===== src/hdl/hcl_defs.svh =====
`ifndef HCL_DEFS_SVH
`define HCL_DEFS_SVH

// clock rates
`define HCL_CLK_HZ        250000000
`define HCL_OSC_HZ        8000000
// oscillator tick ratio: 8 MHz out of 250 MHz, reduced fraction
`define HCL_OSC_NUM       8'h04
`define HCL_OSC_DEN       11'h07D
// sampling phase length, in internal clock ticks
`define HCL_SAMPLE_TICKS  3
// derived clock ratio factors
`define HCL_NUM_R0        8'h0D
`define HCL_NUM_R1        8'h11
`define HCL_DEN_PLL_R0    8'hA0
`define HCL_DEN_PLL_R1    8'hC0
`define HCL_DEN_Q_R0      4'hA
`define HCL_DEN_Q_R1      4'hC

// register byte offsets
`define HCL_OFF_CTRL      8'h00
`define HCL_OFF_REF       8'h04
`define HCL_OFF_CLK       8'h08
`define HCL_OFF_STAT      8'h0C
`define HCL_OFF_RES_BAT   8'h10
`define HCL_OFF_RES_TEMP  8'h14
`define HCL_OFF_RES_AUX1  8'h18
`define HCL_OFF_RES_AUX2  8'h1C

// control register fields
`define HCL_CTRL_CHAN     1:0
`define HCL_CTRL_SCAN     2
`define HCL_CTRL_AVG      4:3
`define HCL_CTRL_RES      6:5
`define HCL_CTRL_DIV      8:7
`define HCL_CTRL_START    15
`define HCL_CTRL_RST      16'h0000
// reference register fields
`define HCL_REF_HI        0
`define HCL_REF_OFF       1
`define HCL_REF_RST       2'h0
// clock register fields
`define HCL_CLK_RSEL      0
`define HCL_CLK_PLL       1
`define HCL_CLK_BCLK      2
`define HCL_CLK_K         7:4
`define HCL_CLK_P         10:8
`define HCL_CLK_Q         15:11
`define HCL_CLK_RST       16'h0910
// status bits
`define HCL_ST_BUSY       0
`define HCL_ST_EXT        1
`define HCL_ST_OSC        2
`define HCL_ST_DONE       3

`define HCL_RESP_OKAY     2'h0
`define HCL_RESP_SLVERR   2'h2

`endif


===== src/hdl/hcl_pkg.sv =====
package hcl_pkg;
  typedef enum logic [1:0] {
    HCL_CH_BAT, HCL_CH_TEMP, HCL_CH_AUX1, HCL_CH_AUX2
  } hcl_chan_e;
  typedef enum logic [1:0] {
    HCL_RES_12, HCL_RES_10, HCL_RES_8
  } hcl_res_e;
  typedef enum logic [1:0] {
    HCL_SQ_IDLE, HCL_SQ_SAMPLE, HCL_SQ_CONV
  } hcl_seq_state_e;
  typedef enum logic [1:0] {
    HCL_TP_IDLE, HCL_TP_LAUNCH, HCL_TP_WAIT
  } hcl_top_state_e;
endpackage


===== src/hdl/hcl_aux_adc_ctrl.sv =====
`timescale 1ns/10ps
`include "hcl_defs.svh"
// How it works
// - a multiplexer sends battery, temperature or an auxiliary input to one converter
// - control register sets channel, scan, averaging, resolution and rate; results per source
// - resolution 8, 10 or 12 bits; fewer bits take fewer clocks
// - internal 8 MHz clock runs only while the oscillator is selected, divided by a control ratio
// - sampling uses internal clock cycles before the conversion clock cycles
// - with both audio converters down, clock comes from the oscillator
// - any audio converter up: oscillator off, clock from master or bit clock
// - pll on: mclk*K*13/(P*160), or mclk*K*17/(P*192) with ratio select
// - pll off: mclk*13/(Q*10), or mclk*17/(Q*12) with ratio select
// - results are unsigned binary, readable by the host
// - reference selects 1.25 V or 2.5 V, or turns internal reference off
// - scan converts battery, aux1 and aux2 from one write
module hcl_aux_adc_ctrl (
  input  wire logic        i_mclk,
  input  wire logic        i_rst,
  input  wire logic        i_audio_adc_on,
  input  wire logic        i_audio_dac_on,
  input  wire logic        i_audio_mclk,
  input  wire logic        i_bclk,
  input  wire logic        i_comparator,
  input  wire logic [7:0]  i_s_axi_awaddr,
  input  wire logic        i_s_axi_awvalid,
  output logic             o_s_axi_awready,
  input  wire logic [31:0] i_s_axi_wdata,
  input  wire logic [3:0]  i_s_axi_wstrb,
  input  wire logic        i_s_axi_wvalid,
  output logic             o_s_axi_wready,
  output logic [1:0]       o_s_axi_bresp,
  output logic             o_s_axi_bvalid,
  input  wire logic        i_s_axi_bready,
  input  wire logic [7:0]  i_s_axi_araddr,
  input  wire logic        i_s_axi_arvalid,
  output logic             o_s_axi_arready,
  output logic [31:0]      o_s_axi_rdata,
  output logic [1:0]       o_s_axi_rresp,
  output logic             o_s_axi_rvalid,
  input  wire logic        i_s_axi_rready,
  output logic [1:0]       o_mux_sel,
  output logic             o_sample,
  output logic [11:0]      o_dac_code,
  output logic             o_ref_hi,
  output logic             o_int_ref_en,
  output logic             o_osc_en
);
  // pin synchronisers: comparator, bclk, audio mclk, dac on, adc on
  logic [4:0] pin_in;
  logic [4:0] s1_q, s2_q, s3_q, lvl_q, lvl_prev_q;
  assign pin_in = {i_comparator, i_bclk, i_audio_mclk,
                   i_audio_dac_on, i_audio_adc_on};
  for (genvar g = 0; g < 5; g++) begin : g_sync
    always_ff @(posedge i_mclk) begin
      if (i_rst) begin
        s1_q[g]       <= 1'b0;
        s2_q[g]       <= 1'b0;
        s3_q[g]       <= 1'b0;
        lvl_q[g]      <= 1'b0;
        lvl_prev_q[g] <= 1'b0;
      end else begin
        s1_q[g]       <= pin_in[g];
        s2_q[g]       <= s1_q[g];
        s3_q[g]       <= s2_q[g];
        lvl_prev_q[g] <= lvl_q[g];
        if (s2_q[g] == s3_q[g]) begin
          lvl_q[g] <= s3_q[g];
        end
      end
    end
  end

  logic ext_req, mclk_rise, bclk_rise;
  assign ext_req   = lvl_q[0] | lvl_q[1];
  assign mclk_rise = lvl_q[2] & ~lvl_prev_q[2];
  assign bclk_rise = lvl_q[3] & ~lvl_prev_q[3];

  // registers
  logic [15:0] ctrl_q, clk_q;
  logic [1:0]  ref_q;
  logic [11:0] res_q [4];
  logic        done_q;

  // AXI4-Lite write path: address and data latched independently
  logic [7:0]  aw_addr_q;
  logic [31:0] w_data_q;
  logic [3:0]  w_strb_q;
  logic        aw_full_q, w_full_q;
  logic        aw_hs, w_hs, do_wr, aw_full_d, w_full_d;
  logic [31:0] wmask;
  assign aw_hs     = i_s_axi_awvalid & o_s_axi_awready;
  assign w_hs      = i_s_axi_wvalid & o_s_axi_wready;
  assign do_wr     = aw_full_q & w_full_q & ~o_s_axi_bvalid;
  assign aw_full_d = (aw_full_q | aw_hs) & ~do_wr;
  assign w_full_d  = (w_full_q | w_hs) & ~do_wr;
  for (genvar b = 0; b < 4; b++) begin : g_lane
    assign wmask[8*b +: 8] = {8{w_strb_q[b]}};
  end

  logic wr_ctrl, wr_ref, wr_clk, wr_hit, start_req;
  logic [15:0] ctrl_d, clk_d;
  logic [1:0]  ref_d;
  assign wr_ctrl = do_wr & (aw_addr_q == `HCL_OFF_CTRL);
  assign wr_ref  = do_wr & (aw_addr_q == `HCL_OFF_REF);
  assign wr_clk  = do_wr & (aw_addr_q == `HCL_OFF_CLK);
  assign wr_hit  = (aw_addr_q == `HCL_OFF_CTRL) |
                   (aw_addr_q == `HCL_OFF_REF) |
                   (aw_addr_q == `HCL_OFF_CLK);
  assign ctrl_d  = (ctrl_q & ~wmask[15:0]) | (w_data_q[15:0] & wmask[15:0]);
  assign clk_d   = (clk_q & ~wmask[15:0]) | (w_data_q[15:0] & wmask[15:0]);
  assign ref_d   = (ref_q & ~wmask[1:0]) | (w_data_q[1:0] & wmask[1:0]);
  // start is a strobe; the stored copy of the bit always reads zero
  assign start_req = wr_ctrl & w_strb_q[1] & w_data_q[`HCL_CTRL_START];

  always_ff @(posedge i_mclk) begin
    if (i_rst) begin
      aw_full_q      <= 1'b0;
      w_full_q       <= 1'b0;
      aw_addr_q      <= 8'h00;
      w_data_q       <= 32'h0000_0000;
      w_strb_q       <= 4'h0;
      o_s_axi_awready <= 1'b1;
      o_s_axi_wready <= 1'b1;
      o_s_axi_bvalid <= 1'b0;
      o_s_axi_bresp  <= `HCL_RESP_OKAY;
      ctrl_q         <= `HCL_CTRL_RST;
      clk_q          <= `HCL_CLK_RST;
      ref_q          <= `HCL_REF_RST;
    end else begin
      aw_full_q       <= aw_full_d;
      w_full_q        <= w_full_d;
      o_s_axi_awready <= ~aw_full_d;
      o_s_axi_wready  <= ~w_full_d;
      if (aw_hs) aw_addr_q <= {i_s_axi_awaddr[7:2], 2'h0};
      if (w_hs) begin
        w_data_q <= i_s_axi_wdata;
        w_strb_q <= i_s_axi_wstrb;
      end
      if (do_wr) begin
        o_s_axi_bvalid <= 1'b1;
        o_s_axi_bresp  <= wr_hit ? `HCL_RESP_OKAY : `HCL_RESP_SLVERR;
      end else if (i_s_axi_bready) begin
        o_s_axi_bvalid <= 1'b0;
      end
      if (wr_ctrl) ctrl_q <= {1'b0, ctrl_d[14:0]};
      if (wr_clk) clk_q <= clk_d;
      if (wr_ref) ref_q <= ref_d;
    end
  end

  // clock source selection and derived ticks
  hcl_pkg::hcl_top_state_e state_q;
  logic src_ext_q, src_ext_d, src_switch, seq_busy;
  assign src_ext_d  = (state_q == hcl_pkg::HCL_TP_IDLE && !seq_busy) ?
                      ext_req : src_ext_q;
  assign src_switch = src_ext_d != src_ext_q;

  logic [3:0]  k_f;
  logic [2:0]  p_f;
  logic [4:0]  q_f;
  logic        rsel, pll_on;
  logic [7:0]  ext_num;
  logic [10:0] ext_den, den_pll, den_q;
  assign k_f     = clk_q[`HCL_CLK_K];
  assign p_f     = clk_q[`HCL_CLK_P];
  assign q_f     = clk_q[`HCL_CLK_Q];
  assign rsel    = clk_q[`HCL_CLK_RSEL];
  assign pll_on  = clk_q[`HCL_CLK_PLL];
  assign den_pll = {8'h00, p_f} *
                   {3'h0, rsel ? `HCL_DEN_PLL_R1 : `HCL_DEN_PLL_R0};
  assign den_q   = {6'h00, q_f} *
                   {7'h00, rsel ? `HCL_DEN_Q_R1 : `HCL_DEN_Q_R0};
  assign ext_num = pll_on ? ({4'h0, k_f} *
                   (rsel ? `HCL_NUM_R1 : `HCL_NUM_R0)) :
                   (rsel ? `HCL_NUM_R1 : `HCL_NUM_R0);
  assign ext_den = pll_on ? den_pll : den_q;

  logic osc_tick, ext_tick, int_tick, conv_tick, ext_step;
  logic [2:0] div_q, div_max;
  assign ext_step = src_ext_q & (clk_q[`HCL_CLK_BCLK] ? bclk_rise
                                                      : mclk_rise);
  assign int_tick = src_ext_q ? ext_tick : osc_tick;
  assign div_max  = 3'((4'h1 << ctrl_q[`HCL_CTRL_DIV]) - 4'h1);
  assign conv_tick = int_tick & (div_q == div_max);

  hcl_tick_gen u_osc_tick (
    .i_mclk (i_mclk),
    .i_rst  (i_rst),
    .i_clear(src_switch),
    .i_step (o_osc_en),
    .i_num  (`HCL_OSC_NUM),
    .i_den  (`HCL_OSC_DEN),
    .o_tick (osc_tick)
  );
  hcl_tick_gen u_ext_tick (
    .i_mclk (i_mclk),
    .i_rst  (i_rst),
    .i_clear(src_switch),
    .i_step (ext_step),
    .i_num  (ext_num),
    .i_den  (ext_den),
    .o_tick (ext_tick)
  );

  // conversion sequencing: averaging and scan
  logic        seq_start_q, seq_done;
  // read handshake decode is declared here because the sticky done flag
  // above the read path clears on a status read
  logic        ar_hs, rd_stat;
  logic [11:0] seq_result;
  logic [2:0]  avg_cnt_q;
  logic [14:0] sum_q, sum_d;
  logic [1:0]  avg_sh;
  logic        last_avg, scan_more;
  assign avg_sh    = ctrl_q[`HCL_CTRL_AVG];
  assign sum_d     = sum_q + {3'h0, seq_result};
  assign last_avg  = avg_cnt_q == 3'((4'h1 << avg_sh) - 4'h1);
  assign scan_more = ctrl_q[`HCL_CTRL_SCAN] &&
                     o_mux_sel != hcl_pkg::HCL_CH_AUX2;

  always_ff @(posedge i_mclk) begin
    if (i_rst) begin
      state_q     <= hcl_pkg::HCL_TP_IDLE;
      src_ext_q   <= 1'b0;
      o_osc_en    <= 1'b1;
      div_q       <= 3'h0;
      seq_start_q <= 1'b0;
      avg_cnt_q   <= 3'h0;
      sum_q       <= 15'h0000;
      o_mux_sel   <= hcl_pkg::HCL_CH_BAT;
      done_q      <= 1'b0;
      for (int i = 0; i < 4; i++) res_q[i] <= 12'h000;
    end else begin
      src_ext_q   <= src_ext_d;
      o_osc_en    <= ~src_ext_d;
      seq_start_q <= 1'b0;
      if (src_switch) div_q <= 3'h0;
      else if (int_tick) div_q <= (div_q == div_max) ? 3'h0 : div_q + 3'h1;
      if (rd_stat) done_q <= 1'b0;
      unique case (state_q)
        hcl_pkg::HCL_TP_IDLE: begin
          if (start_req) begin
            state_q   <= hcl_pkg::HCL_TP_LAUNCH;
            avg_cnt_q <= 3'h0;
            sum_q     <= 15'h0000;
            o_mux_sel <= ctrl_d[`HCL_CTRL_SCAN] ? hcl_pkg::HCL_CH_BAT
                                                : ctrl_d[`HCL_CTRL_CHAN];
          end
        end
        hcl_pkg::HCL_TP_LAUNCH: begin
          seq_start_q <= 1'b1;
          state_q     <= hcl_pkg::HCL_TP_WAIT;
        end
        hcl_pkg::HCL_TP_WAIT: begin
          if (seq_done) begin
            state_q   <= hcl_pkg::HCL_TP_LAUNCH;
            avg_cnt_q <= avg_cnt_q + 3'h1;
            sum_q     <= sum_d;
            if (last_avg) begin
              res_q[o_mux_sel] <= 12'(sum_d >> avg_sh);
              avg_cnt_q        <= 3'h0;
              sum_q            <= 15'h0000;
              if (scan_more) begin
                o_mux_sel <= (o_mux_sel == hcl_pkg::HCL_CH_BAT) ?
                             hcl_pkg::HCL_CH_AUX1 : hcl_pkg::HCL_CH_AUX2;
              end else begin
                state_q <= hcl_pkg::HCL_TP_IDLE;
                done_q  <= 1'b1;
              end
            end
          end
        end
        default: state_q <= hcl_pkg::HCL_TP_IDLE;
      endcase
    end
  end

  hcl_sar_seq u_seq (
    .i_mclk     (i_mclk),
    .i_rst      (i_rst),
    .i_start    (seq_start_q),
    .i_res      (ctrl_q[`HCL_CTRL_RES]),
    .i_int_tick (int_tick),
    .i_conv_tick(conv_tick),
    .i_cmp      (lvl_q[4]),
    .o_busy     (seq_busy),
    .o_sample   (o_sample),
    .o_dac_code (o_dac_code),
    .o_done     (seq_done),
    .o_result   (seq_result)
  );

  always_ff @(posedge i_mclk) begin
    if (i_rst) begin
      o_ref_hi     <= 1'b0;
      o_int_ref_en <= 1'b1;
    end else begin
      o_ref_hi     <= ref_q[`HCL_REF_HI];
      o_int_ref_en <= ~ref_q[`HCL_REF_OFF];
    end
  end

  // AXI4-Lite read path: one cycle from address to data
  logic [31:0] rd_data;
  logic [3:0]  stat_v;
  assign ar_hs   = i_s_axi_arvalid & o_s_axi_arready;
  assign rd_stat = ar_hs && i_s_axi_araddr[7:2] == `HCL_OFF_STAT >> 2;
  assign stat_v  = {done_q, o_osc_en, src_ext_q,
                    state_q != hcl_pkg::HCL_TP_IDLE};
  always_comb begin
    unique case ({i_s_axi_araddr[7:2], 2'h0})
      `HCL_OFF_CTRL:     rd_data = {16'h0000, ctrl_q};
      `HCL_OFF_REF:      rd_data = {30'h0, ref_q};
      `HCL_OFF_CLK:      rd_data = {16'h0000, clk_q};
      `HCL_OFF_STAT:     rd_data = {28'h0, stat_v};
      `HCL_OFF_RES_BAT:  rd_data = {20'h0, res_q[0]};
      `HCL_OFF_RES_TEMP: rd_data = {20'h0, res_q[1]};
      `HCL_OFF_RES_AUX1: rd_data = {20'h0, res_q[2]};
      `HCL_OFF_RES_AUX2: rd_data = {20'h0, res_q[3]};
      default:           rd_data = 32'h0000_0000;
    endcase
  end

  always_ff @(posedge i_mclk) begin
    if (i_rst) begin
      o_s_axi_arready <= 1'b1;
      o_s_axi_rvalid  <= 1'b0;
      o_s_axi_rdata   <= 32'h0000_0000;
      o_s_axi_rresp   <= `HCL_RESP_OKAY;
    end else if (ar_hs) begin
      o_s_axi_arready <= 1'b0;
      o_s_axi_rvalid  <= 1'b1;
      o_s_axi_rdata   <= rd_data;
      o_s_axi_rresp   <= (i_s_axi_araddr[7:2] > 6'h07) ?
                         `HCL_RESP_SLVERR : `HCL_RESP_OKAY;
    end else if (o_s_axi_rvalid && i_s_axi_rready) begin
      o_s_axi_rvalid  <= 1'b0;
      o_s_axi_arready <= 1'b1;
    end
  end
endmodule


===== src/hdl/hcl_tick_gen.sv =====
`timescale 1ns/10ps
// fractional rate generator: i_num ticks per i_den steps
module hcl_tick_gen #(
  parameter int NW = 8,
  parameter int DW = 11
) (
  input  wire logic          i_mclk,
  input  wire logic          i_rst,
  input  wire logic          i_clear,
  input  wire logic          i_step,
  input  wire logic [NW-1:0] i_num,
  input  wire logic [DW-1:0] i_den,
  output logic               o_tick
);
  logic [DW:0] acc_q;
  logic [DW:0] sum;
  logic [DW:0] rem;
  logic        hit;

  assign sum = acc_q + {{(DW+1-NW){1'b0}}, i_num};
  assign rem = sum - {1'b0, i_den};
  assign hit = sum >= {1'b0, i_den};

  always_ff @(posedge i_mclk) begin
    if (i_rst || i_clear) begin
      acc_q  <= '0;
      o_tick <= 1'b0;
    end else begin
      o_tick <= i_step & hit;
      if (i_step) begin
        // ratios above one saturate at one tick per step
        acc_q <= hit ? ((rem >= {1'b0, i_den}) ? '0 : rem) : sum;
      end
    end
  end
endmodule


===== src/hdl/hcl_sar_seq.sv =====
`timescale 1ns/10ps
`include "hcl_defs.svh"
// one conversion: sample on internal ticks, then one bit per conv tick
module hcl_sar_seq #(
  parameter int SAMPLE_TICKS = `HCL_SAMPLE_TICKS
) (
  input  wire logic        i_mclk,
  input  wire logic        i_rst,
  input  wire logic        i_start,
  input  wire logic [1:0]  i_res,
  input  wire logic        i_int_tick,
  input  wire logic        i_conv_tick,
  input  wire logic        i_cmp,
  output logic             o_busy,
  output logic             o_sample,
  output logic [11:0]      o_dac_code,
  output logic             o_done,
  output logic [11:0]      o_result
);
  hcl_pkg::hcl_seq_state_e state_q;
  logic [3:0]  bit_q;
  logic [3:0]  lsb;
  logic [3:0]  samp_q;
  logic [11:0] kept;

  assign lsb  = (i_res == hcl_pkg::HCL_RES_12) ? 4'h0 :
                (i_res == hcl_pkg::HCL_RES_10) ? 4'h2 : 4'h4;
  assign kept = i_cmp ? o_dac_code : (o_dac_code & ~(12'h001 << bit_q));

  always_ff @(posedge i_mclk) begin
    if (i_rst) begin
      state_q    <= hcl_pkg::HCL_SQ_IDLE;
      bit_q      <= 4'h0;
      samp_q     <= 4'h0;
      o_busy     <= 1'b0;
      o_sample   <= 1'b0;
      o_dac_code <= 12'h000;
      o_done     <= 1'b0;
      o_result   <= 12'h000;
    end else begin
      o_done <= 1'b0;
      unique case (state_q)
        hcl_pkg::HCL_SQ_IDLE: begin
          if (i_start) begin
            state_q  <= hcl_pkg::HCL_SQ_SAMPLE;
            samp_q   <= 4'h0;
            o_busy   <= 1'b1;
            o_sample <= 1'b1;
          end
        end
        hcl_pkg::HCL_SQ_SAMPLE: begin
          if (i_int_tick) begin
            samp_q <= samp_q + 4'h1;
            if (samp_q == 4'(SAMPLE_TICKS - 1)) begin
              state_q    <= hcl_pkg::HCL_SQ_CONV;
              o_sample   <= 1'b0;
              bit_q      <= 4'hB;
              o_dac_code <= 12'h800;
            end
          end
        end
        hcl_pkg::HCL_SQ_CONV: begin
          if (i_conv_tick) begin
            if (bit_q == lsb) begin
              state_q  <= hcl_pkg::HCL_SQ_IDLE;
              o_busy   <= 1'b0;
              o_done   <= 1'b1;
              o_result <= kept >> lsb;
            end else begin
              bit_q      <= bit_q - 4'h1;
              o_dac_code <= kept | (12'h001 << (bit_q - 4'h1));
            end
          end
        end
        default: state_q <= hcl_pkg::HCL_SQ_IDLE;
      endcase
    end
  end
endmodule


===== config.mk =====
export PLATFORM = sky130hd
export DESIGN_NAME = hcl_aux_adc_ctrl
export DESIGN_NICKNAME = d
export VERILOG_FILES = /design/src/hdl/hcl_pkg.sv /design/src/hdl/hcl_aux_adc_ctrl.sv /design/src/hdl/hcl_tick_gen.sv /design/src/hdl/hcl_sar_seq.sv
export VERILOG_INCLUDE_DIRS = /design/src /design/src/hdl
export SDC_FILE = /design/constraint.sdc
export NUM_CORES = 1
export LEC_CHECK = 0
export BUFFER_PORTS_ARGS = -buffer_cell sky130_fd_sc_hd__buf_2
export CORE_MARGIN = 2
export CORE_UTILIZATION = 55
export CTS_CLUSTER_DIAMETER = 30
export DETAILED_ROUTE_END_ITERATION = 10
export PLACE_DENSITY = 0.8
export SETUP_SLACK_MARGIN = 0.3
export SKIP_LAST_GASP = 1
export SYNTH_ARGS = -nofsm -noshare
export SYNTH_HDL_FRONTEND = slang
export SYNTH_SLANG_ARGS = --single-unit

===== constraint.sdc =====
create_clock -name i_mclk -period 7.9 [get_ports i_mclk]
set_input_delay 0.79 -clock i_mclk [delete_from_list [all_inputs] [get_ports i_mclk]]
set_output_delay 0.79 -clock i_mclk [all_outputs]
set_load 0.02 [all_outputs]

* Word level (Yosys, flattened, before mapping)
Memories as Yosys holds them, arrays and structs flattened.
Cells that the tools add are included.
** Operators by class
- $lt $le $gt $ge :: 5
- $mul :: 3
- Add/sub/neg operators :: 11
- Shift operators :: 6
- Bitwise gates (word level) :: 46
- Mux-type cells :: 88
- Equality and inequality tests :: 35
- Reductions and logical operators :: 31
** Operators with widths (number)
- 16-bit one-hot mux with 8 select lines :: 1
- 12-bit two-way mux :: 10
- 15-bit two-way mux :: 3
- 16-bit bitwise AND :: 2
- 1-bit two-way mux :: 32
- 2-bit two-way mux :: 15
- 15-bit one-hot mux with 2 select lines :: 1
- 4-bit two-way mux :: 7
- 6-bit by 3-bit equality test with 1-bit output (second input constant) :: 4
- 12-bit by 11-bit greater-or-equal comparator with 1-bit output :: 2
- 12-bit by 7-bit greater-or-equal comparator with 1-bit output (second input constant) :: 2
- 12-bit one-hot mux with 2 select lines :: 1
- 1-bit by 4-bit << shifter with 12-bit output (first input constant) :: 2
- 1-bit bitwise AND :: 18
- 6-bit by 2-bit equality test with 1-bit output (second input constant) :: 3
- 3-bit two-way mux :: 6
- 2-bit inequality test (second input constant) :: 8
- 16-bit NOT :: 1
- 16-bit bitwise OR :: 1
- 4-bit one-hot mux with 2 select lines :: 2
- 15-bit by 12-bit adder with 15-bit output :: 1
- 15-bit bitwise AND :: 1
- 15-bit bitwise OR :: 1
- 5-bit AND reduction :: 3
- other kinds (53) :: 98
** Storage, ports and cells
- Memories :: 1
- Input bits :: 64
- Output and inout bits :: 59
- Bits in writable memories :: 48
- Register bits :: 216
- Word-level logic and storage cells :: 287
** Memories
- res_q :: depth 4, width 12, read ports 4, clocked after Yosys merged registers in 0, wr ports 4, line hcl_aux_adc_ctrl.sv:81 : logic [11:0] res_q [4];

* Longest topological paths before layout
- Depth after elaboration :: 10
- Gate-level depth with buffers :: 32
- Depth with buffers taken out :: 30

* Modules after synthesis
A second synthesis with hierarchy kept.
** Unflattened totals
- Cells, all modules :: 1703
- Area, all modules :: 15134.5 µm²
** By module, submodules not included
- hcl_aux_adc_ctrl :: area each 9263.9 µm², cells an instance 995, instances 1, sequential area each 4144.0 µm²
- hcl_sar_seq :: area each 2253.4 µm², cells an instance 248, instances 1, sequential area each 740.7 µm²
- hcl_tick_gen (u_osc_tick) :: area each 1831.8 µm², cells an instance 233, instances 1, sequential area each 260.2 µm²
- hcl_tick_gen (u_ext_tick) :: area each 1785.5 µm², cells an instance 227, instances 1, sequential area each 260.2 µm²

* Worst setup path before layout
Ideal clock, no wire load.
- Path kind :: register -> register
- From :: register with a tool-made name
- To :: register u_ext_tick.acc_q[10]
- Data required time :: 7818 ps
- Setup slack :: 1331 ps
- Stages on the path, launching flop included :: 31
- Path buffers :: 2
- Library setup time :: 82 ps
- Clock period less this slack :: 6569 ps
- Arrival time :: 6486 ps
- Path through :: dfxtp_1 buf_1 nor2b_1 ha_1 fa_1 ha_1 a21o_1 a21oi_1 xnor2_1 and2_1 ha_1 clkbuf_1 and2_0 a22o_1 a2111oi_2 nor2_1 ha_1 nand2_1 nor2_1 o31a_1 a211oi_1 xor2_1 inv_1 ha_1 a21o_1 a211oi_1 nand2b_1 o21ai_1 o21a_1 nand4_1 o221ai_1
** RTL lines
- end signal, assigned :: line hcl_tick_gen.sv:32 : acc_q <= hit ? ((rem >= {1'b0, i_den}) ? '0 : rem) : sum;
- end, declared :: line hcl_tick_gen.sv:15 : logic [DW:0] acc_q;

==> impl_metrics.json <==
{
  "clk_path_buf_depth": 3,
  "relSlewSlack_pct": 34.1,
  "final_nets": 1851,
  "dp_slack_ns": 1.01,
  "grtUsageTotal_pct": 26.4,
  "slowest_stage": "fa_1",
  "cp-end-kind": "flip-flop",
  "die_area_mm2": 0.0265,
  "num-fill-cells": 2002,
  "initialDrtViolationCount": 1057,
  "first_global_vias": 11752,
  "ys_warn_count": 0,
  "dp_hpwl_mm": 24.5,
  "synth-edff-count": 48,
  "grt_overflow": 0,
  "path_class": "reg2reg",
  "rows": 58,
  "ant_nets": 0,
  "cts_tree": "done",
  "area_growth_pct": 16.3,
  "finalCriticalPeriod_ns": 7.12,
  "dpl-instance-area_mm2": 0.0144,
  "route.detailed.drc": 0,
  "wl_per_cell_um": 17.2,
  "initial_core_util_pct": 55.7,
  "die_y_um": 163,
  "final_layout_size_suffix_gt1_share_pct": 11.7,
  "status": "finished, final reports clean",
  "viasPerCell": 5.94,
  "cap_violations": 0,
  "syn_area_mm2": 0.0139,
  "path_clk_slew_ns": 0.05,
  "first_pass_iters": 7,
  "final-max-slew-violation-count": 0,
  "synth_cells": 1640,
  "cts-root-buf": "clkbuf_16",
  "setup_viol": 0,
  "grt_pass1_wl_mm": 57.0,
  "worst_slack_ns": 0.778,
  "cts_htree_levels": 2,
  "cp.arrival_ns": 7.56,
  "clock-sinks": 246,
  "powerDensity_mw_per_mm2": 228,
  "p_total_uw": 3680,
  "clkLatencyLatePin_ns": 0.55,
  "timing.critical_path.mode_cell": "ha_1",
  "path_max_fanout": 15,
  "async_flop_share_pct": 0,
  "hold_buffers": 0,
  "clock-skew-final_ns": 0.0291,
  "synthDistinctLibCells": 80,
  "cellLeakagePower_uw": 0.00651,
  "gp_congestion": 0.903,
  "io_buffers": 82,
  "vias": 12253,
  "numCtsBuffers": 50,
  "fin_area_mm2": 0.0162,
  "slowest_delay_ns": 0.54,
  "fp.dieW_um": 163,
  "grt_max_degree": 91,
  "ys_ff_latch": 246,
  "grt_antenna_before_repair": 0,
  "hp-class": "reg2reg",
  "core_mm2": 0.0250,
  "antennaDiodeCount": 0,
  "tightest_slew_ns": 0.985,
  "seq_area_frac_synth_pct": 38.9,
  "rsz0062_at_grt": "false",
  "worstSetupStartpointType": "flip-flop",
  "max-vdd-ir-drop_uv": 156,
  "finalCritPeriodShare_pct": 90.2,
  "worstPathRequired_ns": 8.34,
  "tns_ns": 0,
  "drt-total-wl_mm": 35.4,
  "synth_flop_cell": "dfxtp_1",
  "fin_util_pct": 64.8,
  "clock.fmax_mhz": 140,
  "cts_resized": 0,
  "final_common_cell": "nor2_1",
  "io_pins": 123,
  "synth.avg_cell_area_um2": 8.47,
  "final_cell_mix": "218 x nor2_1, 198 x dfxtp_1, 167 x nand2_1",
  "postCtsSetupBuffers": 0,
  "hold_viol_final": 0
}
==> power by group <==
| group | internal [µW] | switching [µW] |
|---|---|---|
| logic | 62.5 | 114 |
| registers | 1310 | 25.6 |
| clock network | 1490 | 680 |
==> final cells by class <==
class	count	area [µm²]	share of cell area [%]
flip-flops and latches	246	5410	33.4
clock buffers	58	1320	8.17
multi-input cells	1250	7880	48.7
well taps	330	413	2.55
inverters	54	203	1.25
clock inverters	31	434	2.69
repair buffers	95	510	3.16
==> final timing paths <==
path                            cells after the start  startpoint  slack (ns)                  end
worst max-delay path                               31   flip-flop        0.78  u_ext_tick.acc_q[8]
worst min-delay path                                1     s1_q[3]        0.43              s2_q[3]
worst max register to register                     31   flip-flop        0.78  u_ext_tick.acc_q[8]
worst min register to register                      1     s1_q[3]        0.43              s2_q[3]
==> synth_stat cells (12+ instances only) <==
library cell  instances  share of area, %
nor2_1              218               5.9
dfxtp_1             198                29
nand2_1             167               4.5
a21oi_1             125               4.5
clkbuf_1             82               2.2
o21ai_0              81               2.9
ha_1                 80               7.2
inv_1                54               1.5
edfxtp_1             48                10
mux2i_1              44               3.2
nand3_1              43               1.5
a22oi_1              37               2.0
nor3_1               33               1.2
nor2b_1              32               1.4
xnor2_1              29               1.8
a211oi_1             24               1.3
and2_1               24               1.1
nand2b_1             24               1.1
a31oi_1              20              0.90
a21o_1               19               1.0
buf_4                18              0.97
o21a_1               18              0.97
xor2_1               15              0.95
a221oi_1             12              0.76
==> stage by stage <==
step                      cells  hold WS, ns
final                      2064        0.432
after global routing       2064        0.446
after CTS                  2064        0.438
after detailed placement   1975        0.431
after global placement     1975        0.425
after floorplan            1659        0.382
==> worst max-delay path: cells and delay by family, from the launching register on <==
kind / cells / cell delay [ns]
AO/OA/AOI/OAI: 10 / 2.30
XOR/XNOR: 2 / 0.39
adder cells (fa/ha/maj): 6 / 2.24
buffers and inverters: 5 / 0.63
flip-flops: 1 / 0.36
AND/OR/NAND/NOR: 8 / 1.10
==> cells by family (layout without fill, tap and decap cells) <==
| logic type | count (synthesis) | count (layout) | share of synthesized area, % |
|---|---|---|---|
| flip-flops | 246 | 246 | 38.9 |
| adder cells (fa/ha/maj) | 90 | 90 | 8.64 |
| AO/OA/AOI/OAI | 423 | 423 | 19.7 |
| buffers and inverters | 163 | 238 | 4.96 |
| other | 1 | 20 | 0.0270 |
| AND/OR/NAND/NOR | 620 | 620 | 20.9 |
| XOR/XNOR | 45 | 45 | 2.94 |
| multiplexers | 52 | 52 | 3.90 |
==> per-layer routing <==
metal / vias to the layer above / part of all wire, % / global-route usage, %
met2: 419 / 50 / 46.4
li1: 5928 / - / -
met5: - / 0 / 0
met1: 5801 / 40 / 31.6
met3: 105 / 6.0 / 4.13
met4: 0 / 4.2 / 12.5
No activity file was read; power rests on OpenSTA's default activity.
